`src/inc/outfmt_pkg.sv`:
```
// package for the output format and scrambler block
// assumes a 32-bit apb register bus and a 21-bit output word
package outfmt_pkg;

   localparam int WORD_W = 21;
   localparam int ADDR_W = 8;

   // register indices; byte address is four times the index
   localparam logic [ADDR_W-1:0] IDX_CFG    = 8'h05;
   localparam logic [ADDR_W-1:0] IDX_STATUS = 8'h06;
   localparam logic [ADDR_W-1:0] IDX_CTRL   = 8'h07;

   // configuration field positions
   localparam int CFG_FMT_POS     = 7;
   localparam int CFG_OE_POS      = 6;
   localparam int CFG_CLKOVR_POS  = 5;
   localparam int CFG_MODE_LSB    = 3;
   localparam int CFG_SUBMODE_LSB = 1;
   localparam int CFG_RSVD_POS    = 0;
   localparam logic [7:0] CFG_RESET  = 8'h00;
   localparam logic [7:0] CFG_WMASK  = 8'hfe;
   localparam int CTRL_FPD_POS       = 0;
   localparam logic CTRL_FPD_RESET   = 1'b0;

   // key positions of the single-bit modes
   localparam logic [4:0] KEY_SUB0     = 5'h00;
   localparam logic [4:0] KEY_SUB1_EN  = 5'h05;
   localparam logic [4:0] KEY_SUB1_DIS = 5'h07;
   localparam logic [4:0] KEY_SUB2     = 5'h10;
   localparam logic [4:0] KEY_SUB3     = 5'h14;

   // pseudo-random generator shapes (x^21 + x^19 + 1 for both)
   localparam logic [WORD_W-1:0] PRS_TAPS  = 21'h140000;
   localparam logic [WORD_W-1:0] PRS_SEED  = 21'h000001;
   localparam logic [WORD_W-1:0] PPRS_SEED = 21'h1a5a5a;

   typedef enum logic [1:0] {
      MODE_OFF  = 2'b00,
      MODE_FULL = 2'b01,
      MODE_PRS0 = 2'b10,
      MODE_SELF = 2'b11
   } scr_mode_t;

   typedef struct packed {
      logic      fmt_cmos;
      logic      out_en;
      logic      clk_ovr;
      scr_mode_t mode;
      logic [1:0] submode;
      logic      rsvd;
   } cfg_t;

endpackage

```
`src/rtl/output_format_scrambler.sv`:
```
// output format select, pin gating and data scrambler for the pixel output word
// assumes an apb master on clk_sys and a pixel clock pin sampled here
//
// The APB register port is this design's own decision.
module output_format_scrambler
   import outfmt_pkg::*;
#(
   parameter int W = outfmt_pkg::WORD_W
) (
   input  wire logic                          clk_sys,
   input  wire logic                          resetn,
   input  wire logic                          psel,
   input  wire logic                          penable,
   input  wire logic                          pwrite,
   input  wire logic [outfmt_pkg::ADDR_W-1:0] paddr,
   input  wire logic [31:0]                   pwdata,
   output logic [31:0]                        prdata,
   output logic                               pready,
   output logic                               pslverr,
   input  wire logic                          pixel_clk,
   input  wire logic [W-1:0]                  data_in,
   input  wire logic                          sh2_timing,
   output logic [W-1:0]                       data_out,
   output logic                               data_oe,
   output logic                               cmos_select,
   output logic                               second_sensor_hold_pin
);
   import outfmt_pkg::*;

   if (W != WORD_W) begin : g_bad_width
      $error("output_format_scrambler: word width must be 21");
   end

   cfg_t           cfg;
   logic           first_pair_disable;
   logic [15:0]    word_count;
   logic           last_key;

   // pixel clock and word synchronisers
   logic           pclk_s1;
   logic           pclk_s2;
   logic           pclk_prev;
   logic [W-1:0]   din_s1;
   logic [W-1:0]   din_s2;
   logic           pix_rise;

   logic [W-1:0]   prs;
   logic [W-1:0]   pprs;
   logic [W-1:0]   next_word;
   logic           next_key;

   logic           setup_ph;
   logic           wr_acc;
   logic [ADDR_W-1:0] reg_idx;
   logic           idx_ok;
   logic           addr_ok;

   // apb decode
   assign setup_ph = psel & ~penable;
   assign wr_acc   = psel & penable & pwrite & ~pslverr;
   assign reg_idx  = {2'b00, paddr[ADDR_W-1:2]};

   function automatic logic idx_known(input logic [ADDR_W-1:0] idx);
      return (idx == IDX_CFG) || (idx == IDX_STATUS) || (idx == IDX_CTRL);
   endfunction

   assign idx_ok  = idx_known(reg_idx);
   assign addr_ok = idx_ok && (paddr[1:0] == 2'b00);

   // zero wait states: read data is staged in the setup cycle
   assign pready = psel & penable;

   always_ff @(posedge clk_sys) begin
      if (!resetn) begin
         pslverr <= 1'b0;
      end else if (setup_ph) begin
         // status is read-only, so writing it is an error as well
         pslverr <= !addr_ok || (pwrite && reg_idx == IDX_STATUS);
      end
   end

   always_ff @(posedge clk_sys) begin
      if (!resetn) begin
         prdata <= 32'h0000_0000;
      end else if (setup_ph && !pwrite) begin
         case (reg_idx)
            IDX_CFG:    prdata <= {24'h00_0000, cfg[7:1], 1'b0};
            IDX_STATUS: prdata <= {15'h0000, last_key, word_count};
            IDX_CTRL:   prdata <= {31'h0000_0000, first_pair_disable};
            default:    prdata <= 32'h0000_0000;
         endcase
      end
   end

   // configuration register
   always_ff @(posedge clk_sys) begin
      if (!resetn) begin
         cfg <= cfg_t'(CFG_RESET);
      end else if (wr_acc && reg_idx == IDX_CFG) begin
         cfg <= cfg_t'(pwdata[7:0] & CFG_WMASK);
      end
   end

   always_ff @(posedge clk_sys) begin
      if (!resetn) begin
         first_pair_disable <= CTRL_FPD_RESET;
      end else if (wr_acc && reg_idx == IDX_CTRL) begin
         first_pair_disable <= pwdata[CTRL_FPD_POS];
      end
   end

   // synchronisers: first stage feeds only the second
   always_ff @(posedge clk_sys) begin
      if (!resetn) begin
         pclk_s1 <= 1'b0;
         pclk_s2 <= 1'b0;
         din_s1  <= '0;
         din_s2  <= '0;
      end else begin
         pclk_s1 <= pixel_clk;
         pclk_s2 <= pclk_s1;
         din_s1  <= data_in;
         din_s2  <= din_s1;
      end
   end

   always_ff @(posedge clk_sys) begin
      if (!resetn) begin
         pclk_prev <= 1'b0;
      end else begin
         pclk_prev <= pclk_s2;
      end
   end

   // one word per pixel clock rising edge
   assign pix_rise = pclk_s2 & ~pclk_prev;

   // generators step in lock-step with the words
   prs_gen #(
      .W    (WORD_W),
      .TAPS (PRS_TAPS),
      .SEED (PRS_SEED)
   ) u_prs (
      .clk_sys (clk_sys),
      .resetn  (resetn),
      .step    (pix_rise),
      .value   (prs)
   );

   prs_gen #(
      .W    (WORD_W),
      .TAPS (PRS_TAPS),
      .SEED (PPRS_SEED)
   ) u_pprs (
      .clk_sys (clk_sys),
      .resetn  (resetn),
      .step    (pix_rise),
      .value   (pprs)
   );

   function automatic logic [4:0] key_pos(input logic [1:0] sub, input logic fpd);
      logic [4:0] k;
      case (sub)
         2'b00:   k = KEY_SUB0;
         2'b01:   k = fpd ? KEY_SUB1_DIS : KEY_SUB1_EN;
         2'b10:   k = KEY_SUB2;
         2'b11:   k = KEY_SUB3;
         default: k = KEY_SUB0;
      endcase
      return k;
   endfunction

   // scrambled word for the current settings
   always_comb begin
      logic [4:0]   k;
      logic [W-1:0] kmask;
      k         = key_pos(cfg.submode, first_pair_disable);
      kmask     = W'(1) << k;
      next_key  = 1'b0;
      next_word = din_s2;
      case (cfg.mode)
         MODE_OFF: begin
            next_word = din_s2;
         end
         MODE_FULL: begin
            case (cfg.submode)
               2'b00:   next_word = din_s2 ^ prs;
               2'b01:   next_word = prs;
               2'b10:   next_word = din_s2 ^ pprs;
               2'b11:   next_word = pprs;
               default: next_word = din_s2;
            endcase
         end
         MODE_PRS0: begin
            // clear bit k then xor with prs bit zero
            next_key  = prs[0];
            next_word = (din_s2 & ~kmask) ^ {W{prs[0]}};
         end
         MODE_SELF: begin
            // key is data bit k, which goes out unchanged
            next_key  = din_s2[k];
            next_word = ((din_s2 ^ {W{din_s2[k]}}) & ~kmask) | (din_s2 & kmask);
         end
         default: begin
            next_word = din_s2;
         end
      endcase
   end

   // output word register
   always_ff @(posedge clk_sys) begin
      if (!resetn) begin
         data_out <= '0;
         last_key <= 1'b0;
      end else if (pix_rise) begin
         data_out <= cfg.out_en ? next_word : '0;
         last_key <= next_key;
      end
   end

   always_ff @(posedge clk_sys) begin
      if (!resetn) begin
         word_count <= 16'h0000;
      end else if (pix_rise && cfg.out_en) begin
         word_count <= word_count + 16'h0001;
      end
   end

   // pin enable follows the enable bit
   always_ff @(posedge clk_sys) begin
      if (!resetn) begin
         data_oe <= 1'b0;
      end else begin
         data_oe <= cfg.out_en;
      end
   end

   always_ff @(posedge clk_sys) begin
      if (!resetn) begin
         cmos_select <= 1'b0;
      end else begin
         cmos_select <= cfg.fmt_cmos;
      end
   end

   // hold pin carries data clock or timing waveform
   // data clock is the synced pixel clock registered once more, so it lags the pin by three cycles
   always_ff @(posedge clk_sys) begin
      if (!resetn) begin
         second_sensor_hold_pin <= 1'b0;
      end else if (cfg.clk_ovr) begin
         second_sensor_hold_pin <= pclk_s2;
      end else begin
         second_sensor_hold_pin <= sh2_timing;
      end
   end

endmodule // output_format_scrambler

```
`src/rtl/prs_gen.sv`:
```
// 21-bit pseudo-random sequence generator, one step per enable pulse
// assumes the receiver runs an identical generator with the same seed
module prs_gen #(
   parameter int                 W    = 21,
   parameter logic [W-1:0]       TAPS = '1,
   parameter logic [W-1:0]       SEED = 1
) (
   input  wire logic         clk_sys,
   input  wire logic         resetn,
   input  wire logic         step,
   output logic [W-1:0]      value
);

   // refused at elaboration: an all-zero seed or tap set locks the register
   if (W < 2 || SEED == '0 || TAPS == '0) begin : g_bad_shape
      $error("prs_gen: width, seed and taps must be usable");
   end

   function automatic logic [W-1:0] lfsr_next(input logic [W-1:0] s);
      logic fb;
      fb = ^(s & TAPS);
      return {s[W-2:0], fb};
   endfunction

   // lock-step with the receiver: advance exactly once per word
   always_ff @(posedge clk_sys) begin
      if (!resetn) begin
         value <= SEED;
      end else if (step) begin
         value <= lfsr_next(value);
      end
   end

endmodule // prs_gen

```
`config.mk`:
```
export PLATFORM = sky130hd
export DESIGN_NAME = output_format_scrambler
export DESIGN_NICKNAME = d
export VERILOG_FILES = /design/src/inc/outfmt_pkg.sv /design/src/rtl/output_format_scrambler.sv /design/src/rtl/prs_gen.sv
export SDC_FILE = /design/constraint.sdc
export NUM_CORES = 1
export LEC_CHECK = 0
export BUFFER_PORTS_ARGS = -buffer_cell sky130_fd_sc_hd__buf_4
export CORE_ASPECT_RATIO = 0.75
export CORE_MARGIN = 10
export CORE_UTILIZATION = 51
export CTS_CLUSTER_DIAMETER = 120
export CTS_CLUSTER_SIZE = 14
export DETAILED_ROUTE_END_ITERATION = 10
export PLACE_DENSITY = 0.89
export SYNTH_ARGS = -nofsm -noshare
export SYNTH_HDL_FRONTEND = slang
export SYNTH_SLANG_ARGS = --single-unit
```
`constraint.sdc`:
```
create_clock -name clk_sys -period 2.1 [get_ports clk_sys]
set_input_delay 0.21 -clock clk_sys [delete_from_list [all_inputs] [get_ports clk_sys]]
set_output_delay 0.21 -clock clk_sys [all_outputs]
set_load 0.02 [all_outputs]
```
== After elaboration in Yosys (flattened, before gate mapping) ==
Cells that the tools add are included.

* Register bits after elaboration: 169
* Word-level logic and storage cells: 76

* Add/subtract/negate cells: 1
* Magnitude comparators: 1
* Eq/ne operators: 9
* Shift-type cells: 1
* Multiplexer cells: 10
* Bitwise gates (word level): 17
* Reduce and logical (&&, ||, !) cells: 16

{| class="wikitable"
|+ Operator list
! operator !! count
|-
| $pmux 21 s4 || 2
|-
| $xor 21x21->21 || 4
|-
| $and 21x21->21 || 3
|-
| $pmux 17 s3 || 1
|-
| $reduce_xor 21->1 || 2
|-
| $mux 21 || 1
|-
| $not 21->21 || 1
|-
| $or 21x21->21 || 1
|-
| $shl 1x5->21 const A || 1
|-
| $pmux 5 s4 || 1
|-
| $eq 6x3->1 const B || 3
|-
| $add 16x1->16 const B || 1
|-
| $eq 2x2->1 const B || 4
|-
| $logic_and 1x1->1 || 6
|-
| $logic_not 2->1 || 3
|-
| $lt 5x6->1 const B || 1
|-
| $and 1x1->1 || 5
|-
| $bmux 1 s5 || 1
|-
| $eq 2x1->1 const B || 2
|-
| $logic_or 1x1->1 || 3
|-
| $not 1->1 || 3
|-
| $logic_not 1->1 || 2
|-
| $mux 1 || 2
|-
| $mux 2 || 1
|-
| $pmux 1 s2 || 1
|}

== Logic depth before layout (Yosys ltp) ==
Gate-level depths: netlist of run 1.

* Depth in word-level cells: 9
* Depth in mapped cells: 8

== Cells and area by module ==
Synthesis of run 1 repeated with hierarchy kept, for this count alone.

* Cells, all modules: 813
* Area, all modules: 7378.3 µm²

{| class="wikitable"
|+ By module, submodules not included
! module !! instances !! cells each !! area an instance (µm²) !! sequential area each (µm²)
|-
| output_format_scrambler || 1 || 675 || 5764.3 || 2242.2
|-
| prs_gen at u_prs || 1 || 69 || 827.0 || 420.4
|-
| prs_gen at u_pprs || 1 || 69 || 787.0 || 420.4
|}

== Worst setup path before layout of run 1 ==
No wires, ideal clock.

* Kind: reg-to-reg
* From: register first_pair_disable
* To: register data_out[18]
* Library setup time: 135 ps
* Arrival time: 1789 ps
* Path slack: 177 ps
* Stages on the path, launching flop included: 8
* Buffers on the path: 2
* Cells stage by stage: dfxtp_1 > mux2_4 > mux4_2 > nor2b_4 > buf_6 > buf_8 > mux2i_1 > a22oi_1

* Cells in the longest elaborated chain, start to end: 9
* Elaborated cells on any way between the ends: 14
* Classes of those cells: shift (1); mux (6); bitwise (7)

{| class="wikitable"
|+ RTL lines
! element !! line !! text
|-
| from (decl) || output_format_scrambler.sv:35 || <nowiki>logic first_pair_disable;</nowiki>
|-
| from (signal assigned) || output_format_scrambler.sv:108 || <nowiki>first_pair_disable <= pwdata[CTRL_FPD_POS];</nowiki>
|-
| $mux 2 * || output_format_scrambler.sv:165 || <nowiki>2'b01: k = fpd ? KEY_SUB1_DIS : KEY_SUB1_EN;</nowiki>
|-
| $pmux 5 s4 * || output_format_scrambler.sv:163 || <nowiki>case (sub)</nowiki>
|-
| $bmux 1 s5 || output_format_scrambler.sv:202 || <nowiki>next_word = ((din_s2 ^ {W{din_s2[k]}}) & ~kmask) | (din_s2 & kmask);</nowiki>
|-
| $mux 1 (not written as such) || output_format_scrambler.sv:202 ||
|-
| $xor 21x21->21 || output_format_scrambler.sv:202 ||
|-
| $and 21x21->21 || output_format_scrambler.sv:202 ||
|-
| $or 21x21->21 || output_format_scrambler.sv:202 ||
|-
| $pmux 21 s4 * || output_format_scrambler.sv:181 || <nowiki>case (cfg.mode)</nowiki>
|-
| $mux 21 * || output_format_scrambler.sv:216 || <nowiki>data_out <= cfg.out_en ? next_word : '0;</nowiki>
|-
| to (signal assigned) || output_format_scrambler.sv:216 ||
|-
| to (decl) || output_format_scrambler.sv:23 || <nowiki>output logic [W-1:0] data_out,</nowiki>
|}

Mark *: on every way between the ends. The rest lies on a longest branch, timed or not. The select of a mux whose other input is x is not followed.
A chain may end at the register's enable or synchronous reset.

== Worst setup path after layout of run 1 ==
* From: register din_s2[7]
* To: register data_out[13]

* Cells in the longest elaborated chain, start to end: 7

{| class="wikitable"
|+ RTL lines
! element !! line !! text
|-
| from (decl) || output_format_scrambler.sv:44 || <nowiki>logic [W-1:0] din_s2;</nowiki>
|-
| from (signal assigned) || output_format_scrambler.sv:123 || <nowiki>din_s2 <= din_s1;</nowiki>
|-
| $bmux 1 s5 || output_format_scrambler.sv:202 ||
|-
| $mux 1 (not written as such) || output_format_scrambler.sv:202 ||
|-
| $xor 21x21->21 || output_format_scrambler.sv:202 ||
|-
| $and 21x21->21 || output_format_scrambler.sv:202 ||
|-
| $or 21x21->21 || output_format_scrambler.sv:202 ||
|-
| $pmux 21 s4 || output_format_scrambler.sv:181 ||
|-
| $mux 21 || output_format_scrambler.sv:216 ||
|}

Every way passes these cells. The select of a mux whose other input is x is not followed.

==> results of run 1 <==
final timing paths:
check                           depth (start not counted)            to
worst max-delay path                                    5  data_out[13]
worst min-delay path                                    2    din_s1[15]
worst max register to register                          5  data_out[13]
worst min register to register                          1     din_s2[2]
kinds of logic after synthesis:
| family | share of synthesized area |
|---|---|
| mux | 0.0813 |
| xor+xnor | 0.0696 |
| other cells | 0.000523 |
| flops | 0.430 |
| buf+inv | 0.0546 |
| compound gates | 0.150 |
| fa+ha+maj | 0.00174 |
| simple gates | 0.213 |
layer usage:
layer  share of wire  routed length (microns)  GRT usage  up-vias
met5               0                        0          0        -
met4           0.013                      235     0.0547        0
met3           0.081                     1510     0.0556       22
met2            0.46                     8670      0.314      238
met1            0.44                     8260      0.252     2900
li1                -                        -          -     2896
registers in the layout, indices dropped and copies added, names as in the netlist:
signal and count:
last_key 1, din_s1 21, cfg 7, pclk_s1 1
data_out 21, din_s2 21, prdata 17, data_oe 1
second_sensor_hold_pin 1, u_pprs.value 21, pclk_prev 1, pclk_s2 1
first_pair_disable 1, word_count 16, pslverr 1, u_prs.value 21
cmos_select 1
cell type report:
cell class | count | area [sq um]
inverter | 6 | 22.5
clock buffer | 17 | 425
clock inverter | 15 | 166
multi-input combinational | 581 | 3760
timing repair buffer | 137 | 1080
fill | 1052 | 4990
sequential | 154 | 3080
tap | 175 | 219
report_power, final:
part | leakage [uW] | internal (uW) | total (uW) | switching [uW]
logic | 0.00182 | 201 | 400 | 199
clock network | 0.000274 | 1770 | 3050 | 1290
registers | 0.00125 | 2990 | 3040 | 55.7
total | 0.00334 | 4950 | 6500 | 1540
layout by cell type, fill, tap and decap left out, drive strengths merged, types with 35 or more instances in the layout:
cell type,Yosys,routed
a22oi,35,35
nor2b,44,44
and2,72,72
dfxtp,154,154
nand2,125,125
xnor2,52,52
o21ai,38,38
mux2i,50,50
a21boi,36,36
buf,31,120
metrics by stage:
stage	std cells	area [sq um]	util
final	1085	8760	0.637
after global routing	1085	8760	0.637
after CTS	1084	8750	0.637
after detailed placement	1036	8000	0.582
after global placement	1036	8000	0.582
after floorplan	816	7230	-
==> summary.md, run 1 <==
| Metric | Value |
|---|---|
| Share of cells above drive strength 1 | 0.178 |
| Final #Nets | 966 |
| GP Congestion | 0.868 |
| Via count | approximately 6000 |
| CTS tree | built |
| Crit path launch | din_s2[7] |
| FP Rows | 37 |
| WS Path Type | reg2reg |
| DR pass1 iterations | 5 |
| Worst setup SP type | flop |
| Syn-to-layout area delta | 22.1% |
| Pre-CTS setup slack | roughly 0.24 ns |
| # H-tree levels | 4 |
| Status | complete, no violations |
| Number of synthesized flops with an enable pin | 0 |
| FFs w/ async S/R, synth | 0 |
| I/O pin count | between 100 and 150 |
| Synth cell types | 50 |
| VDD IR max | approximately 0.00058 V |
| Final Hold Vio Count | 0 |
| Post-synth top area cell | dfxtp_1 |
| Worst R2R Setup Slack | 0.17 ns |
| Critical Path Max Stage Delay | around 0.5 ns |
| Sequential area share after synthesis | 0.430 |
| Synth area leaders | dfxtp_1, mux2i_1, nand2_1 |
| Worst path bufs/invs | 0 |
| # setup viols final | 0 |
| Clk sinks | 154 |
| Syn Std Cell Area | 0.00717 sq mm |
| Initial core utilization | 0.522 |
| Mapped Cells | 802 |
| Total wire length | roughly 19 mm |
| Final max-slew violation count | 0 |
| Family with the most delay on the worst path | multiplexers |
| Setup Buffers After CTS | 0 |
| Max Cap Viol | 0 |
| Req. time, crit path | 2.44 ns |
| Setup_tns | 0 ns |
| Hold-fix buffers at CTS | 16 |
| Die area | slightly below 0.02 sq mm |
| Initial antenna violation count | 0 |
| Initial drt markers | roughly 520 |
| Tot GR Track Use | 0.195 |
| Arr. time, crit path | between 2 and 2.5 ns |
| Minimum clock period | approximately 1.9 ns |
| LEAKAGE | between 0.003 and 0.004 uW |
| Yosys reg bits | ~150 |
| Worst Clk Skew | 0.00868 ns |
| DR DRC count | 0 |
| RR Startpoint | din_s2[7] |
| Power, Total | 6500 uW |
| Vias per inst | 5.58 |
| Longest Clk Path Bufs | 2 |
| Vias in the first global route | 5910 |
| Final period util | 0.919 |
| Number of buffers created by CTS | 17 |
| Worst path slowest cell | nor2b_4 |
| Share of the synthesized area in the top cell type | 0.430 |
| First-pass GRT wire length | about 30 mm |
| Crit Path Max Fanout | 16 |
| HPWL after DPL | 12.5 mm |
| Synth top cells by count | dfxtp_1, nand2_1, and2_1 |
| Placeable Area | between 0.01 and 0.015 sq mm |
| Achievable frequency | 0.518 GHz |
| Wire per inst | about 17 microns |
| Hold_sp | data_in[15] |
| Critical path, cell by cell | mux2_4 -> mux4_2 -> nor2b_4 -> mux2i_1 -> a22oi_1 |
| Clock Pin Slew Worst Setup and Hold Paths | roughly 0.070 ns |
| Syn. warnings | 0 |
| I/O Buffers | between 80 and 90 |
| Total congestion overflow | 0 |
| Ant. Diodes | 0 |
| Mean Syn Cell Area | 8.95 sq um |
| DRT antenna net count | 0 |
| Max_slew headroom | 0.605 |
| Horiz. Die Dim | ~160 microns |
| PwrDens | ~740 mW/mm^2 |
| Least-Margin Pin Slew | roughly 0.6 ns |
| Hold slack | 0.0141 ns |
| Root buf cell | clkbuf_16 |
| Worst Setup End Kind | flop |
| Cell with the most instances after synthesis | dfxtp_1 |
| Die H | 123 microns |
| Final setup margin | approximately 0.17 ns |
| Worst hold path class | in2reg |
| Largest net degree at the start of global routing | 73 |
| Clk_lat worst skew | approximately 0.42 ns |
| Prevailing post-synth register cell | dfxtp_1 |
| RSZ-0062 raised after global routing | no |
| Post-CTS sizing | 0 |
(Power assumes the default switching activity.)
==> run 2, diff against run 1 <==
--- a/config.mk
+++ b/config.mk
@@ -8,11 +8,11 @@
 export BUFFER_PORTS_ARGS = -buffer_cell sky130_fd_sc_hd__buf_4
 export CORE_ASPECT_RATIO = 0.75
 export CORE_MARGIN = 10
-export CORE_UTILIZATION = 51
+export CORE_UTILIZATION = 56
 export CTS_CLUSTER_DIAMETER = 120
 export CTS_CLUSTER_SIZE = 14
 export DETAILED_ROUTE_END_ITERATION = 10
-export PLACE_DENSITY = 0.89
+export PLACE_DENSITY = 0.92
 export SYNTH_ARGS = -nofsm -noshare
 export SYNTH_HDL_FRONTEND = slang
 export SYNTH_SLANG_ARGS = --single-unit
==> constraint.sdc (replaced) <==
create_clock -name clk_sys -period 2 [get_ports clk_sys]
set_input_delay 0.2 -clock clk_sys [delete_from_list [all_inputs] [get_ports clk_sys]]
set_output_delay 0.2 -clock clk_sys [all_outputs]
set_load 0.02 [all_outputs]
==> summary.md, run 2 (synthesized netlist as in run 1, its figures left out) <==
| Metric | Value |
|---|---|
| Clk_lat worst skew | 0.42 ns (about the same) |
| DR pass1 iterations | 6 (was 5) |
| Final Hold Vio Count | 1 (was 0) |
| Final #Nets | 975 (was 966) |
| Crit path launch | first_pair_disable (was din_s2[7]) |
| Number of buffers created by CTS | 17 (unchanged) |
| Status | complete, but fails checks (was complete, no violations) |
| RSZ-0062 raised after global routing | no (unchanged) |
| Worst hold path class | in2reg (unchanged) |
| Vias per inst | 5.73 (was 5.58) |
| Die H | 118 microns (was 123 microns) |
| FF+latch area | 0.00308 sq mm (about the same) |
| Largest net degree at the start of global routing | 65 (was 73) |
| Minimum clock period | 1.96 ns (was 1.93 ns) |
| Hold_sp | data_in[12] (was data_in[15]) |
| Total congestion overflow | 0 (unchanged) |
| Clk sinks | 154 (unchanged) |
| Placeable Area | 0.0124 sq mm (was 0.0137 sq mm) |
| Wire per inst | 17.9 microns (was 17.2 microns) |
| Horiz. Die Dim | 151 microns (was 157 microns) |
| I/O Buffers | 86 (unchanged) |
| FP Rows | 35 (was 37) |
| Crit Path Max Fanout | 16 (unchanged) |
| Worst Setup End Kind | flop (unchanged) |
| Syn-to-layout area delta | 23.5% (was 22.1%) |
| Total wire length | 19.4 mm (was 18.7 mm) |
| Longest Clk Path Bufs | 2 (unchanged) |
| I/O pin count | 126 (unchanged) |
| Initial drt markers | 660 (was 523) |
| Share of cells above drive strength 1 | 0.182 (was 0.178) |
| Area of the multi-input gates | 0.00377 sq mm (was 0.00376 sq mm) |
| # H-tree levels | 4 (unchanged) |
| Via count | 6212 (was 6056) |
| Req. time, crit path | 2.29 ns (was 2.44 ns) |
| Achievable frequency | 0.511 GHz (was 0.518 GHz) |
| DRT antenna net count | 0 (unchanged) |
| Final period util | 0.979 (was 0.919) |
| RR Startpoint | first_pair_disable (was din_s2[7]) |
| Placed cell count | 1033 (was 1036) |
| WS Path Type | reg2reg (unchanged) |
| LEAKAGE | 0.00340 uW (was 0.00334 uW) |
| Worst setup SP type | flop (unchanged) |
| Final max-slew violation count | 0 (unchanged) |
| Setup_tns | 0 ns (unchanged) |
| Initial core utilization | 0.579 (was 0.522) |
| # setup viols final | 0 (unchanged) |
| DR DRC count | 0 (unchanged) |
| VDD IR max | 0.000621 V (was 0.000577 V) |
| Fillers | 830 (was 1052) |
| GP Congestion | 0.896 (was 0.868) |
| Clock Pin Slew Worst Setup and Hold Paths | 0.06 ns (was 0.07 ns) |
| Tot GR Track Use | 0.213 (was 0.195) |
| Most frequent cells in the layout | dfxtp_1, nand2_1, buf_4 (unchanged) |
| Max Cap Viol | 0 (unchanged) |
| CTS tree | built (unchanged) |
| Max_slew headroom | 0.636 (was 0.605) |
| First-pass GRT wire length | 31.1 mm (was 30.5 mm) |
| Root buf cell | clkbuf_16 (unchanged) |
| Die area | 0.0178 sq mm (was 0.0193 sq mm) |
| Non-Filler Instances | 1085 (unchanged) |
| PwrDens | 774 mW/mm^2 (was 741 mW/mm^2) |
| HPWL after DPL | 12.7 mm (was 12.5 mm) |
| Least-Margin Pin Slew | 0.545 ns (was 0.592 ns) |
| Worst Clk Skew | 0.00628 ns (was 0.00868 ns) |
| Failing checks | negative hold slack |
| Most common cell after layout, fill and taps aside | dfxtp_1 (unchanged) |
| Arr. time, crit path | 2.24 ns (was 2.27 ns) |
| Ant. Diodes | 0 (unchanged) |
| Hold slack | -0.00394 ns (was 0.0141 ns) |
| Initial antenna violation count | 0 (unchanged) |
| Vias in the first global route | 6166 (was 5910) |
## run 2: metrics by stage
| stage | utilization | setup WS [ns] | total power [uW] | hold WS, ns | area [sq um] |
|---|---|---|---|---|---|
| after global routing | 0.715 | 0.00263 | 7050 | 0.0000516 | 8860 |
| after detailed placement | 0.649 | 0.0868 | 3640 | 0.410 | 8050 |
| final | 0.715 | 0.0424 | 6860 | -0.00394 | 8860 |
| after CTS | 0.713 | 0.0346 | 6870 | 0.00599 | 8830 |
| after floorplan | - | 0.0765 | 3520 | 0.327 | 7230 |
| after global placement | 0.649 | 0.191 | 3630 | 0.408 | 8050 |
## run 2: final timing paths
path,end,slack [ns],cells after the start
worst min-delay path,din_s1[12],-0.004,2
worst max register to register,data_out[12],0.04,6
worst max-delay path,data_out[12],0.04,6
worst min register to register,din_s2[3],0.43,1
## run 2: per-layer routing
metal	wire [microns]	track usage	up-vias	part of all wire
met5	0	0	-	0
met4	389	0.0780	0	0.020
met3	1790	0.0653	45	0.092
met2	9240	0.339	303	0.48
met1	8000	0.264	2954	0.41
li1	-	-	2910	-
## run 2: cell type report
cell class / count / area share
Inverter: 6 / 0.00254
Timing Repair Buffer: 146 / 0.133
Tap cell: 166 / 0.0234
Clock buffer: 22 / 0.0513
Sequential cell: 154 / 0.348
Clock inverter: 10 / 0.0161
Multi-Input combinational cell: 581 / 0.425
## run 2: worst max-delay path, cell delays in order (launching register included)
cell and delay (ns):
dfxtp_1 0.37, mux2_4 0.32, mux4_2 0.52, nor2b_4 0.16
buf_12 0.17, mux2i_2 0.17, a22oi_1 0.09
## run 2: power breakdown
group / switching [uW] / leakage (uW) / internal [uW] / total (uW)
clock network: 1240 / 0.000277 / 2000 / 3240
registers: 55.9 / 0.00125 / 3140 / 3190
logic: 216 / 0.00187 / 217 / 433
total: 1510 / 0.00340 / 5350 / 6860
## run 2: timing repair
action,CTS,global route
resized for setup,0,2
hold buffers,19,0
endpoints found under the hold margin,19,0
endpoints found under the setup margin,0,15
buffers inserted,0,1
